### config.mk
export PLATFORM = sky130hd
export DESIGN_NAME = sensor_command_response_mailbox
export DESIGN_NICKNAME = d
export VERILOG_FILES = /design/src/sensor_mailbox_pkg.sv /design/src/sensor_command_response_mailbox.sv /design/src/wake_timer.sv
export SDC_FILE = /design/constraint.sdc
export NUM_CORES = 1
export LEC_CHECK = 0
export ABC_AREA = 1
export BUFFER_PORTS_ARGS = -buffer_cell sky130_fd_sc_hd__buf_2
export CORE_AREA = 2 2 185 187
export CTS_CLUSTER_DIAMETER = 30
export DETAILED_ROUTE_END_ITERATION = 10
export DIE_AREA = 0 0 187 189
export PLACE_DENSITY_LB_ADDON = 0.1
export SETUP_SLACK_MARGIN = 0.5
export SKIP_LAST_GASP = 1
export SLEW_MARGIN = 20
export SYNTH_ARGS = -nofsm -noshare
export SYNTH_HDL_FRONTEND = slang
export SYNTH_SLANG_ARGS = --single-unit
### constraint.sdc
create_clock -name clk_i -period 3.2 [get_ports clk_i]
set_input_delay 0.64 -clock clk_i [delete_from_list [all_inputs] [get_ports clk_i]]
set_output_delay 0.64 -clock clk_i [all_outputs]
set_load 0.05 [all_outputs]
### src/sensor_mailbox_pkg.sv
package sensor_mailbox_pkg;

  localparam logic [7:0] ADDR_INTERVAL_LOW = 8'h08;
  localparam logic [7:0] ADDR_INTERVAL_HIGH = 8'h09;
  localparam logic [7:0] ADDR_INTERVAL_LOW_EARLY = 8'h0A;
  localparam logic [7:0] ADDR_INTERVAL_HIGH_EARLY = 8'h08;
  localparam logic [7:0] ADDR_LED_PAIR = 8'h0F;
  localparam logic [7:0] ADDR_THIRD_LED = 8'h10;
  localparam logic [7:0] ADDR_PARAM = 8'h17;
  localparam logic [7:0] ADDR_COMMAND = 8'h18;
  localparam logic [7:0] ADDR_RESPONSE = 8'h20;

  localparam logic [7:0] RST_BYTE = 8'h00;
  localparam logic [3:0] RST_NIBBLE = 4'h0;

  localparam int SECOND_LED_LSB = 4;
  localparam int FIRST_LED_LSB = 0;
  localparam int THIRD_LED_LSB = 0;
  localparam int RESP_ERROR_BIT = 7;

  localparam logic [7:0] CMD_NOP = 8'h00;
  localparam logic [7:0] CMD_RESET = 8'h01;
  localparam logic [7:0] CMD_FORCE = 8'h06;
  localparam logic [7:0] CMD_AUTO_STOP = 8'h0B;
  localparam logic [7:0] CMD_AUTO_RUN = 8'h0F;
  localparam logic [7:0] CMD_PARAM_SET = 8'hA0;

  localparam logic [7:0] ERR_INVALID = 8'h80;
  localparam logic [7:0] ERR_PROX_BASE = 8'h88;
  localparam logic [7:0] ERR_LIGHT_BASE = 8'h8C;

  localparam int NUM_CHANNELS = 6;
  localparam int NUM_PROX = 3;
  localparam logic [2:0] CHAN_LAST = 3'h5;
  localparam logic [2:0] PROX_COUNT = 3'h3;

  localparam int CLK_PERIOD_NS = 40;
  localparam int WAKE_UNIT_NS = 31_250_000;
  localparam int WAKE_UNIT_CYCLES = WAKE_UNIT_NS / CLK_PERIOD_NS;
  localparam logic [3:0] CMD_EXEC_CYCLES = 4'h4;

  typedef struct packed {
    logic [2:0] chan;
    logic [3:0] first_led;
    logic [3:0] second_led;
    logic [3:0] third_led;
  } meas_req_s;

endpackage

### src/sensor_command_response_mailbox.sv
`timescale 1ns/10ps
`default_nettype none
// Overview of operation
// interval high byte forms bits 15:8
// wake spacing is interval times 31.25 ms
// each wake runs every enabled channel; code ignores a wake that arrives while the sequencer is outside ST_IDLE
// early revision swaps interval byte addresses; code moves low byte to 0x0A and high byte to 0x08
// led pair bits 7:4 drive second LED
// led pair bits 3:0 drive first LED
// code zero disables, higher codes more current
// host zeroes second LED on single-LED parts
// third LED register bits 3:0, rest reserved
// parameter mailbox feeds the sequencer
// command write hands code to sequencer
// only a command write leaves standby; code also leaves standby on a wake
// errors load codes with top bit set
// error held until reset or no-op
// other commands ignored while error held
// errors never stop autonomous measurement
// no error: low nibble counts completed commands
// host polls counter, not a fixed delay
// unknown command reports code 0x80
// proximity overflows report 0x88 to 0x8A
// light and auxiliary overflows report 0x8C to 0x8E
// host writes unlock key before use
// enabled command flag raises interrupt output
// reserved third LED bits read zero
module sensor_command_response_mailbox #(
  parameter int WAKE_UNIT_CYCLES = sensor_mailbox_pkg::WAKE_UNIT_CYCLES,
  // arbitrary value
  parameter logic [7:0] EARLY_REVISION = 8'h5A
) (
  input wire logic clk_i,
  input wire logic rst_n_i,
  input wire logic [7:0] reg_addr_i,
  input wire logic reg_wr_i,
  input wire logic reg_rd_i,
  input wire logic [7:0] reg_wdata_i,
  output logic [7:0] reg_rdata_o,
  input wire logic [7:0] sequencer_revision_i,
  input wire logic [5:0] enabled_channel_list_i,
  input wire logic cmd_irq_enable_i,
  input wire logic cmd_flag_clear_i,
  input wire logic meas_done_i,
  input wire logic meas_overflow_i,
  output logic meas_start_o,
  output sensor_mailbox_pkg::meas_req_s meas_req_o,
  output logic [2:0] led_sink_en_o,
  output logic [7:0] param_value_o,
  output logic standby_o,
  output logic cmd_flag_o,
  output logic irq_o
);
  typedef enum logic [1:0] {ST_IDLE, ST_EXEC, ST_PICK, ST_WAIT} seq_state_e;

  seq_state_e state_reg;
  logic [7:0] interval_low_reg, interval_high_reg;
  logic [7:0] led_pair_reg;
  logic [3:0] third_led_reg;
  logic [7:0] param_mailbox_reg, command_reg, response_reg;
  logic cmd_pending_reg, auto_run_reg;
  logic [3:0] exec_cnt_reg;
  logic [2:0] chan_reg;
  logic [15:0] wake_interval;
  logic [7:0] low_addr, high_addr;
  logic wake, cmd_write, error_held, take_cmd, clearing_cmd, exec_done;
  logic known_cmd, overflow_hit;
  logic [7:0] overflow_code;
  logic [3:0] led_code [3];

  assign wake_interval = {interval_high_reg, interval_low_reg};
  assign low_addr = (sequencer_revision_i == EARLY_REVISION) ?
    sensor_mailbox_pkg::ADDR_INTERVAL_LOW_EARLY :
    sensor_mailbox_pkg::ADDR_INTERVAL_LOW;
  assign high_addr = (sequencer_revision_i == EARLY_REVISION) ?
    sensor_mailbox_pkg::ADDR_INTERVAL_HIGH_EARLY :
    sensor_mailbox_pkg::ADDR_INTERVAL_HIGH;
  assign cmd_write = reg_wr_i &&
    reg_addr_i == sensor_mailbox_pkg::ADDR_COMMAND;
  assign error_held = response_reg[sensor_mailbox_pkg::RESP_ERROR_BIT];
  assign clearing_cmd = command_reg == sensor_mailbox_pkg::CMD_NOP ||
    command_reg == sensor_mailbox_pkg::CMD_RESET;
  assign known_cmd = clearing_cmd ||
    command_reg == sensor_mailbox_pkg::CMD_FORCE ||
    command_reg == sensor_mailbox_pkg::CMD_AUTO_STOP ||
    command_reg == sensor_mailbox_pkg::CMD_AUTO_RUN ||
    command_reg == sensor_mailbox_pkg::CMD_PARAM_SET;
  // a measurement in progress delays the command: completion time varies
  assign take_cmd = state_reg == ST_IDLE && !wake && cmd_pending_reg;
  assign exec_done = state_reg == ST_EXEC &&
    exec_cnt_reg == sensor_mailbox_pkg::CMD_EXEC_CYCLES;
  assign overflow_hit = state_reg == ST_WAIT && meas_done_i &&
    meas_overflow_i;
  assign overflow_code = (chan_reg < sensor_mailbox_pkg::PROX_COUNT) ?
    sensor_mailbox_pkg::ERR_PROX_BASE + {5'h00, chan_reg} :
    sensor_mailbox_pkg::ERR_LIGHT_BASE +
    {5'h00, 3'(chan_reg - sensor_mailbox_pkg::PROX_COUNT)};

  assign led_code[0] = led_pair_reg[sensor_mailbox_pkg::FIRST_LED_LSB +: 4];
  assign led_code[1] =
    led_pair_reg[sensor_mailbox_pkg::SECOND_LED_LSB +: 4];
  assign led_code[2] = third_led_reg;

  wake_timer #(
    .UNIT_CYCLES(WAKE_UNIT_CYCLES)
  ) u_wake_timer (
    .clk_i(clk_i),
    .rst_n_i(rst_n_i),
    .run_i(auto_run_reg),
    .interval_i(wake_interval),
    .wake_o(wake)
  );

  always_ff @(posedge clk_i) begin
    if (!rst_n_i) begin
      interval_low_reg <= sensor_mailbox_pkg::RST_BYTE;
      interval_high_reg <= sensor_mailbox_pkg::RST_BYTE;
      led_pair_reg <= sensor_mailbox_pkg::RST_BYTE;
      third_led_reg <= sensor_mailbox_pkg::RST_NIBBLE;
      param_mailbox_reg <= sensor_mailbox_pkg::RST_BYTE;
    end else if (reg_wr_i) begin
      if (reg_addr_i == low_addr) begin
        interval_low_reg <= reg_wdata_i;
      end
      if (reg_addr_i == high_addr) begin
        interval_high_reg <= reg_wdata_i;
      end
      if (reg_addr_i == sensor_mailbox_pkg::ADDR_LED_PAIR) begin
        led_pair_reg <= reg_wdata_i;
      end
      if (reg_addr_i == sensor_mailbox_pkg::ADDR_THIRD_LED) begin
        third_led_reg <= reg_wdata_i[3:0];
      end
      if (reg_addr_i == sensor_mailbox_pkg::ADDR_PARAM) begin
        param_mailbox_reg <= reg_wdata_i;
      end
    end
  end

  // a new command write in the take cycle keeps the request pending
  always_ff @(posedge clk_i) begin
    if (!rst_n_i) begin
      command_reg <= sensor_mailbox_pkg::RST_BYTE;
      cmd_pending_reg <= 1'b0;
    end else if (cmd_write) begin
      command_reg <= reg_wdata_i;
      cmd_pending_reg <= 1'b1;
    end else if (take_cmd) begin
      cmd_pending_reg <= 1'b0;
    end
  end

  always_ff @(posedge clk_i) begin
    if (!rst_n_i) begin
      reg_rdata_o <= 8'h00;
    end else if (reg_rd_i) begin
      if (reg_addr_i == low_addr) begin
        reg_rdata_o <= interval_low_reg;
      end else if (reg_addr_i == high_addr) begin
        reg_rdata_o <= interval_high_reg;
      end else if (reg_addr_i == sensor_mailbox_pkg::ADDR_LED_PAIR) begin
        reg_rdata_o <= led_pair_reg;
      end else if (reg_addr_i == sensor_mailbox_pkg::ADDR_THIRD_LED) begin
        reg_rdata_o <= {4'h0, third_led_reg};
      end else if (reg_addr_i == sensor_mailbox_pkg::ADDR_PARAM) begin
        reg_rdata_o <= param_mailbox_reg;
      end else if (reg_addr_i == sensor_mailbox_pkg::ADDR_COMMAND) begin
        reg_rdata_o <= command_reg;
      end else if (reg_addr_i == sensor_mailbox_pkg::ADDR_RESPONSE) begin
        reg_rdata_o <= response_reg;
      end else begin
        reg_rdata_o <= 8'h00;
      end
    end
  end

  // sequencer: command execution and channel walk share one engine
  always_ff @(posedge clk_i) begin
    if (!rst_n_i) begin
      state_reg <= ST_IDLE;
      exec_cnt_reg <= 4'h0;
      chan_reg <= 3'h0;
      auto_run_reg <= 1'b0;
      param_value_o <= 8'h00;
      meas_start_o <= 1'b0;
      meas_req_o <= '0;
    end else begin
      meas_start_o <= 1'b0;
      unique case (state_reg)
        ST_IDLE: begin
          if (wake && enabled_channel_list_i != 6'h00) begin
            chan_reg <= 3'h0;
            state_reg <= ST_PICK;
          end else if (take_cmd && (!error_held || clearing_cmd)) begin
            exec_cnt_reg <= 4'h1;
            state_reg <= ST_EXEC;
          end
        end
        ST_EXEC: begin
          exec_cnt_reg <= exec_cnt_reg + 4'h1;
          if (exec_done) begin
            state_reg <= ST_IDLE;
            if (command_reg == sensor_mailbox_pkg::CMD_RESET ||
                command_reg == sensor_mailbox_pkg::CMD_AUTO_STOP) begin
              auto_run_reg <= 1'b0;
            end
            if (command_reg == sensor_mailbox_pkg::CMD_AUTO_RUN) begin
              auto_run_reg <= 1'b1;
            end
            if (command_reg == sensor_mailbox_pkg::CMD_PARAM_SET) begin
              param_value_o <= param_mailbox_reg;
            end
            if (command_reg == sensor_mailbox_pkg::CMD_FORCE &&
                enabled_channel_list_i != 6'h00) begin
              chan_reg <= 3'h0;
              state_reg <= ST_PICK;
            end
          end
        end
        ST_PICK: begin
          if (enabled_channel_list_i[chan_reg]) begin
            meas_start_o <= 1'b1;
            meas_req_o <= '{chan: chan_reg, first_led: led_code[0],
              second_led: led_code[1], third_led: led_code[2]};
            state_reg <= ST_WAIT;
          end else if (chan_reg == sensor_mailbox_pkg::CHAN_LAST) begin
            state_reg <= ST_IDLE;
          end else begin
            chan_reg <= chan_reg + 3'h1;
          end
        end
        ST_WAIT: begin
          if (meas_done_i) begin
            if (chan_reg == sensor_mailbox_pkg::CHAN_LAST) begin
              state_reg <= ST_IDLE;
            end else begin
              chan_reg <= chan_reg + 3'h1;
              state_reg <= ST_PICK;
            end
          end
        end
      endcase
    end
  end

  always_ff @(posedge clk_i) begin
    if (!rst_n_i) begin
      response_reg <= 8'h00;
    end else if (overflow_hit) begin
      response_reg <= overflow_code;
    end else if (exec_done) begin
      if (clearing_cmd && error_held) begin
        response_reg <= 8'h00;
      end else if (command_reg == sensor_mailbox_pkg::CMD_RESET) begin
        response_reg <= 8'h00;
      end else if (!known_cmd) begin
        response_reg <= sensor_mailbox_pkg::ERR_INVALID;
      end else begin
        response_reg <= {4'h0, response_reg[3:0] + 4'h1};
      end
    end
  end

  always_ff @(posedge clk_i) begin
    if (!rst_n_i) begin
      standby_o <= 1'b1;
    end else if (cmd_write || wake) begin
      standby_o <= 1'b0;
    end else if (state_reg == ST_IDLE && !cmd_pending_reg) begin
      standby_o <= 1'b1;
    end
  end

  // the flag set wins over a clear in the same cycle
  always_ff @(posedge clk_i) begin
    if (!rst_n_i) begin
      cmd_flag_o <= 1'b0;
      irq_o <= 1'b0;
    end else begin
      if (exec_done) begin
        cmd_flag_o <= 1'b1;
      end else if (cmd_flag_clear_i) begin
        cmd_flag_o <= 1'b0;
      end
      irq_o <= cmd_flag_o && cmd_irq_enable_i;
    end
  end

  generate
    for (genvar i = 0; i < sensor_mailbox_pkg::NUM_PROX; i++) begin : g_led
      always_ff @(posedge clk_i) begin
        if (!rst_n_i) begin
          led_sink_en_o[i] <= 1'b0;
        end else begin
          led_sink_en_o[i] <= state_reg == ST_WAIT && !meas_done_i &&
            chan_reg < sensor_mailbox_pkg::PROX_COUNT &&
            led_code[i] != 4'h0;
        end
      end
    end
  endgenerate

  a_error_ignore: assert property (@(posedge clk_i) disable iff (!rst_n_i)
    take_cmd && error_held && !clearing_cmd |=> state_reg == ST_IDLE)
    else $error("command taken while error held");
  a_invalid_code: assert property (@(posedge clk_i) disable iff (!rst_n_i)
    exec_done && !known_cmd && !overflow_hit |=>
    response_reg == 8'h80)
    else $error("unknown command not reported");
  a_counter_step: assert property (@(posedge clk_i) disable iff (!rst_n_i)
    exec_done && known_cmd && !error_held && !overflow_hit &&
    command_reg != sensor_mailbox_pkg::CMD_RESET |=>
    response_reg[3:0] == $past(response_reg[3:0]) + 4'h1 &&
    response_reg[7:4] == 4'h0)
    else $error("response counter did not step");
  a_error_clear: assert property (@(posedge clk_i) disable iff (!rst_n_i)
    exec_done && clearing_cmd && error_held && !overflow_hit |=>
    response_reg == 8'h00)
    else $error("error not cleared");
  a_overflow_code: assert property (@(posedge clk_i) disable iff (!rst_n_i)
    overflow_hit && chan_reg == 3'h4 |=> response_reg == 8'h8D)
    else $error("wrong overflow code");
  a_prox_overflow: assert property (@(posedge clk_i) disable iff (!rst_n_i)
    overflow_hit && chan_reg == 3'h2 |=> response_reg == 8'h8A)
    else $error("wrong proximity overflow code");
  a_walk_goes_on: assert property (@(posedge clk_i) disable iff (!rst_n_i)
    overflow_hit && chan_reg != sensor_mailbox_pkg::CHAN_LAST |=>
    state_reg == ST_PICK)
    else $error("walk stopped on error");
  a_standby_hold: assert property (@(posedge clk_i) disable iff (!rst_n_i)
    standby_o && !cmd_write && !wake |=> standby_o)
    else $error("standby left without command write");
  a_exec_length: assert property (@(posedge clk_i) disable iff (!rst_n_i)
    $rose(state_reg == ST_EXEC) |-> ##3 exec_done)
    else $error("command execution length wrong");
  a_irq_follow: assert property (@(posedge clk_i) disable iff (!rst_n_i)
    exec_done && cmd_irq_enable_i ##1 cmd_irq_enable_i |=> irq_o)
    else $error("interrupt not raised");
  a_led_off: assert property (@(posedge clk_i) disable iff (!rst_n_i)
    led_code[0] == 4'h0 |=> !led_sink_en_o[0])
    else $error("disabled sink drove");
endmodule
`default_nettype wire

### src/wake_timer.sv
`timescale 1ns/10ps
`default_nettype none
module wake_timer #(
  parameter int UNIT_CYCLES = sensor_mailbox_pkg::WAKE_UNIT_CYCLES
) (
  input wire logic clk_i,
  input wire logic rst_n_i,
  input wire logic run_i,
  input wire logic [15:0] interval_i,
  output logic wake_o
);
  logic [31:0] unit_cnt_reg;
  logic [15:0] unit_tally_reg;
  logic unit_tick;

  assign unit_tick = (unit_cnt_reg == 32'(UNIT_CYCLES - 1));

  always_ff @(posedge clk_i) begin
    if (!rst_n_i || !run_i || unit_tick) begin
      unit_cnt_reg <= 32'h0000_0000;
    end else begin
      unit_cnt_reg <= unit_cnt_reg + 32'h0000_0001;
    end
  end

  // interval zero means no autonomous wake at all
  always_ff @(posedge clk_i) begin
    if (!rst_n_i || !run_i || interval_i == 16'h0000) begin
      unit_tally_reg <= 16'h0000;
      wake_o <= 1'b0;
    end else begin
      wake_o <= 1'b0;
      if (unit_tick) begin
        if (unit_tally_reg >= interval_i - 16'h0001) begin
          unit_tally_reg <= 16'h0000;
          wake_o <= 1'b1;
        end else begin
          unit_tally_reg <= unit_tally_reg + 16'h0001;
        end
      end
    end
  end
endmodule
`default_nettype wire
==> impl_metrics.env <==
export IMPL_p_per_area_nw_per_um2=480
export IMPL_finalPower_mw=4.77
export IMPL_final_nets=1360
export IMPL_drtIter0Drc=313
export IMPL_cts_max_path_buffers=2
export IMPL_synth_fp_nets=1271
export IMPL_drv_cap=0
export IMPL_relSlewSlack=0.571
export IMPL_clkTransAtPathRegs_ns=0.07
export IMPL_placed_cell_area_um2=9070
export IMPL_internal_power_mw=3.32
export IMPL_synth_distinct_cells=45
export IMPL_antenna_found_initial=0
export IMPL_period_needed_ns=2.57
export IMPL_routedWlPerCell_um=14.5
export IMPL_final_cell_mix="nand2_1 (226), inv_1 (153), dfxtp_1 (146)"
export IMPL_p_clk_frac=0.440
export IMPL_pin_count=76
export IMPL_largest_register_ffs=32
export IMPL_final_common_cell="nand2_1"
export IMPL_synth_seq_area_share=0.360
export IMPL_grt_max_degree=40
export IMPL_instances_no_fill=1758
export IMPL_max_freq_mhz=389
export IMPL_grt_first_pass_wirelength_mm=40.9
export IMPL_totalWireLength_mm=25.5
export IMPL_htreeDepth=4
export IMPL_path_max_fanout=5
export IMPL_clock_sinks=148
export IMPL_grt_pass1_vias=7485
export IMPL_port_buffers=75
export IMPL_cts_tree="built"
export IMPL_core_area_um2=33300
export IMPL_gp_congestion=0.815
export IMPL_endpoint_kind="flip-flop"
export IMPL_ys_flop_type="dfxtp_1"
export IMPL_synth_area_um2=8230
export IMPL_clk_latency_ns=0.44
export IMPL_hold_viol=0
export IMPL_finalSetupViolations=0
export IMPL_ys_warn_count=0
export IMPL_antennaDiodeCount=0
export IMPL_fillCellCount=3716
export IMPL_p_switching_mw=1.46
export IMPL_cts_made_buffers=17
export IMPL_grt_setup_unrepaired="true"
export IMPL_fin_tns_setup_ns=0
export IMPL_slew_viol_final=0
export IMPL_placedCellCount=1712
export IMPL_switching_share=0.306
export IMPL_postCtsHoldBufs=0
export IMPL_final_core_util=0.299
export IMPL_seq_power_share=0.414
export IMPL_hold_path_class="primary input to flip-flop"
export IMPL_first_pass_iters=5
export IMPL_hpwlAfterDp_mm=19.4
export IMPL_status="complete, no violations"
export IMPL_start_util=0.247
export IMPL_die_h_um=189
export IMPL_routed_via_density=4.44
export IMPL_final_antenna_net_count=0
export IMPL_drc=0
export IMPL_combPwrFrac=0.146
export IMPL_areaGrowthSynthToFinish_pct=20.9
export IMPL_startpoint_type="flip-flop"
export IMPL_die_area_um2=35300
export IMPL_worstMarginPinSlew_ns=0.644
export IMPL_synth_seq_cells=148
export IMPL_worstPathArrival_ns=2.89
export IMPL_synth_area_per_cell_um2=6.81
export IMPL_drive_above_1_share=0.169
export IMPL_num_rows=67
export IMPL_finalCritPeriodShare=0.803
export IMPL_chipWidth_um=187
export IMPL_power_leakage_nw=4.07
export IMPL_track_usage=0.146
export IMPL_grt_ovfl_total=0
export IMPL_synth_edf_count=0
export IMPL_required_ns=3.52
export IMPL_num_vias=7799
export IMPL_clock_skew_final_ns=0.0143
export IMPL_clock_tree_root_cell="clkbuf_16"
export IMPL_final_area_um2=9950
export IMPL_async_flop_share=0
export IMPL_vdd_drop_max_v=0.000365
export IMPL_path_class="flip-flop to flip-flop"
export IMPL_synthCells=1208
[power groups by stage]
stage	clock [mW]	combinational, mW	sequential [mW]
after global routing	2.24	0.793	1.99
after global placement	0	0.708	2.02
final	2.10	0.699	1.98
after floorplan	0	0.388	2.15
after CTS	2.17	0.711	1.98
after detailed placement	0	0.707	2.02
[worst max-delay path, stage by stage, from the launching register on]
cell and delay [ns]:
dfxtp_4 0.35, nor2_4 0.10, nand3_2 0.10, nor2_4 0.15, nand2_2 0.08, nor3_2 0.21
nand2_1 0.09, xor2_1 0.13, inv_1 0.08, ha_4 0.27, nand2_1 0.06, inv_2 0.06
nand3_2 0.06, nor3_2 0.23, nand3_2 0.14, nand2_2 0.11, nand2_4 0.08, nand2_4 0.11
nor2_1 0.05
[final timing paths]
kind | slack (ns) | startpoint | endpoint | cells after the start
min | 0.39 | cmd_flag_clear_i | cmd_flag_o | 2
min reg2reg | 0.45 | cmd_flag_o | irq_o | 2
max reg2reg | 0.63 | interval_low_reg[2] | u_wake_timer.unit_tally_reg[7] | 18
max | 0.63 | interval_low_reg[2] | u_wake_timer.unit_tally_reg[7] | 18
[repair_timing]
item / in CTS / in global routing
resized for setup: 4 / 37
pin swaps: 1 / 11
gates cloned: 0 / 1
setup buffers: 0 / 13
endpoints found under the setup margin: 16 / 17
[stage by stage]
stage / setup WS (ns) / hold slack, ns
floorplan: 0.658 / 0.433
global placement: 0.481 / 0.436
detailed placement: 0.409 / 0.438
CTS: 0.509 / 0.365
global route: 0.450 / 0.382
finish: 0.632 / 0.389
[cell usage after synthesis (4+ instances only)]
cell type / number / area [µm²]
o21ai_0: 74 / 370
inv_1: 157 / 589
o21ai_1: 5 / 25.0
xor2_1: 25 / 219
o211ai_1: 5 / 37.5
nor2_1: 136 / 510
nor3_1: 44 / 220
buf_6: 4 / 45.0
xnor2_1: 7 / 61.3
nor2_2: 8 / 50.1
nand3_1: 90 / 450
a21oi_1: 119 / 596
nand2_2: 11 / 68.8
buf_2: 9 / 45.0
or2_2: 5 / 31.3
inv_2: 15 / 56.3
nor2_4: 12 / 135
nand4_1: 29 / 181
clkbuf_1: 12 / 45.0
ha_1: 25 / 313
nand2_1: 229 / 860
dfxtp_1: 148 / 2960
[cell type report]
type	count	area, µm²	share of cell area
tap	448	561	0.0564
clock buffer	20	457	0.0459
timing repair buffer	95	533	0.0536
sequential	148	2970	0.298
clock inverter	12	145	0.0146
inverter	173	649	0.0653
multi-input combinational	862	4630	0.466
[cell families (layout without fill, tap and decap cells)]
group,after synthesis,after routing,share of synthesized area
AOI/OAI and AO/OA,220,220,0.141
and+or+nand+nor,583,584,0.329
xor gates and xnor gates,32,32,0.0341
muxes,1,1,0.00122
DFF,148,148,0.360
adders and majority gates,25,25,0.0380
buffers and inverters,199,300,0.0962
[metal layers]
metal / wire, µm / part of all wire / vias up / GRT usage
li1: - / - / 4124 / -
met1: 12400 / 0.49 / 3536 / 0.190
met2: 12000 / 0.47 / 118 / 0.247
met3: 815 / 0.032 / 21 / 0.0284
met4: 364 / 0.014 / 0 / 0.0409
met5: 0 / 0 / - / 0
(Power assumes the default switching activity.)
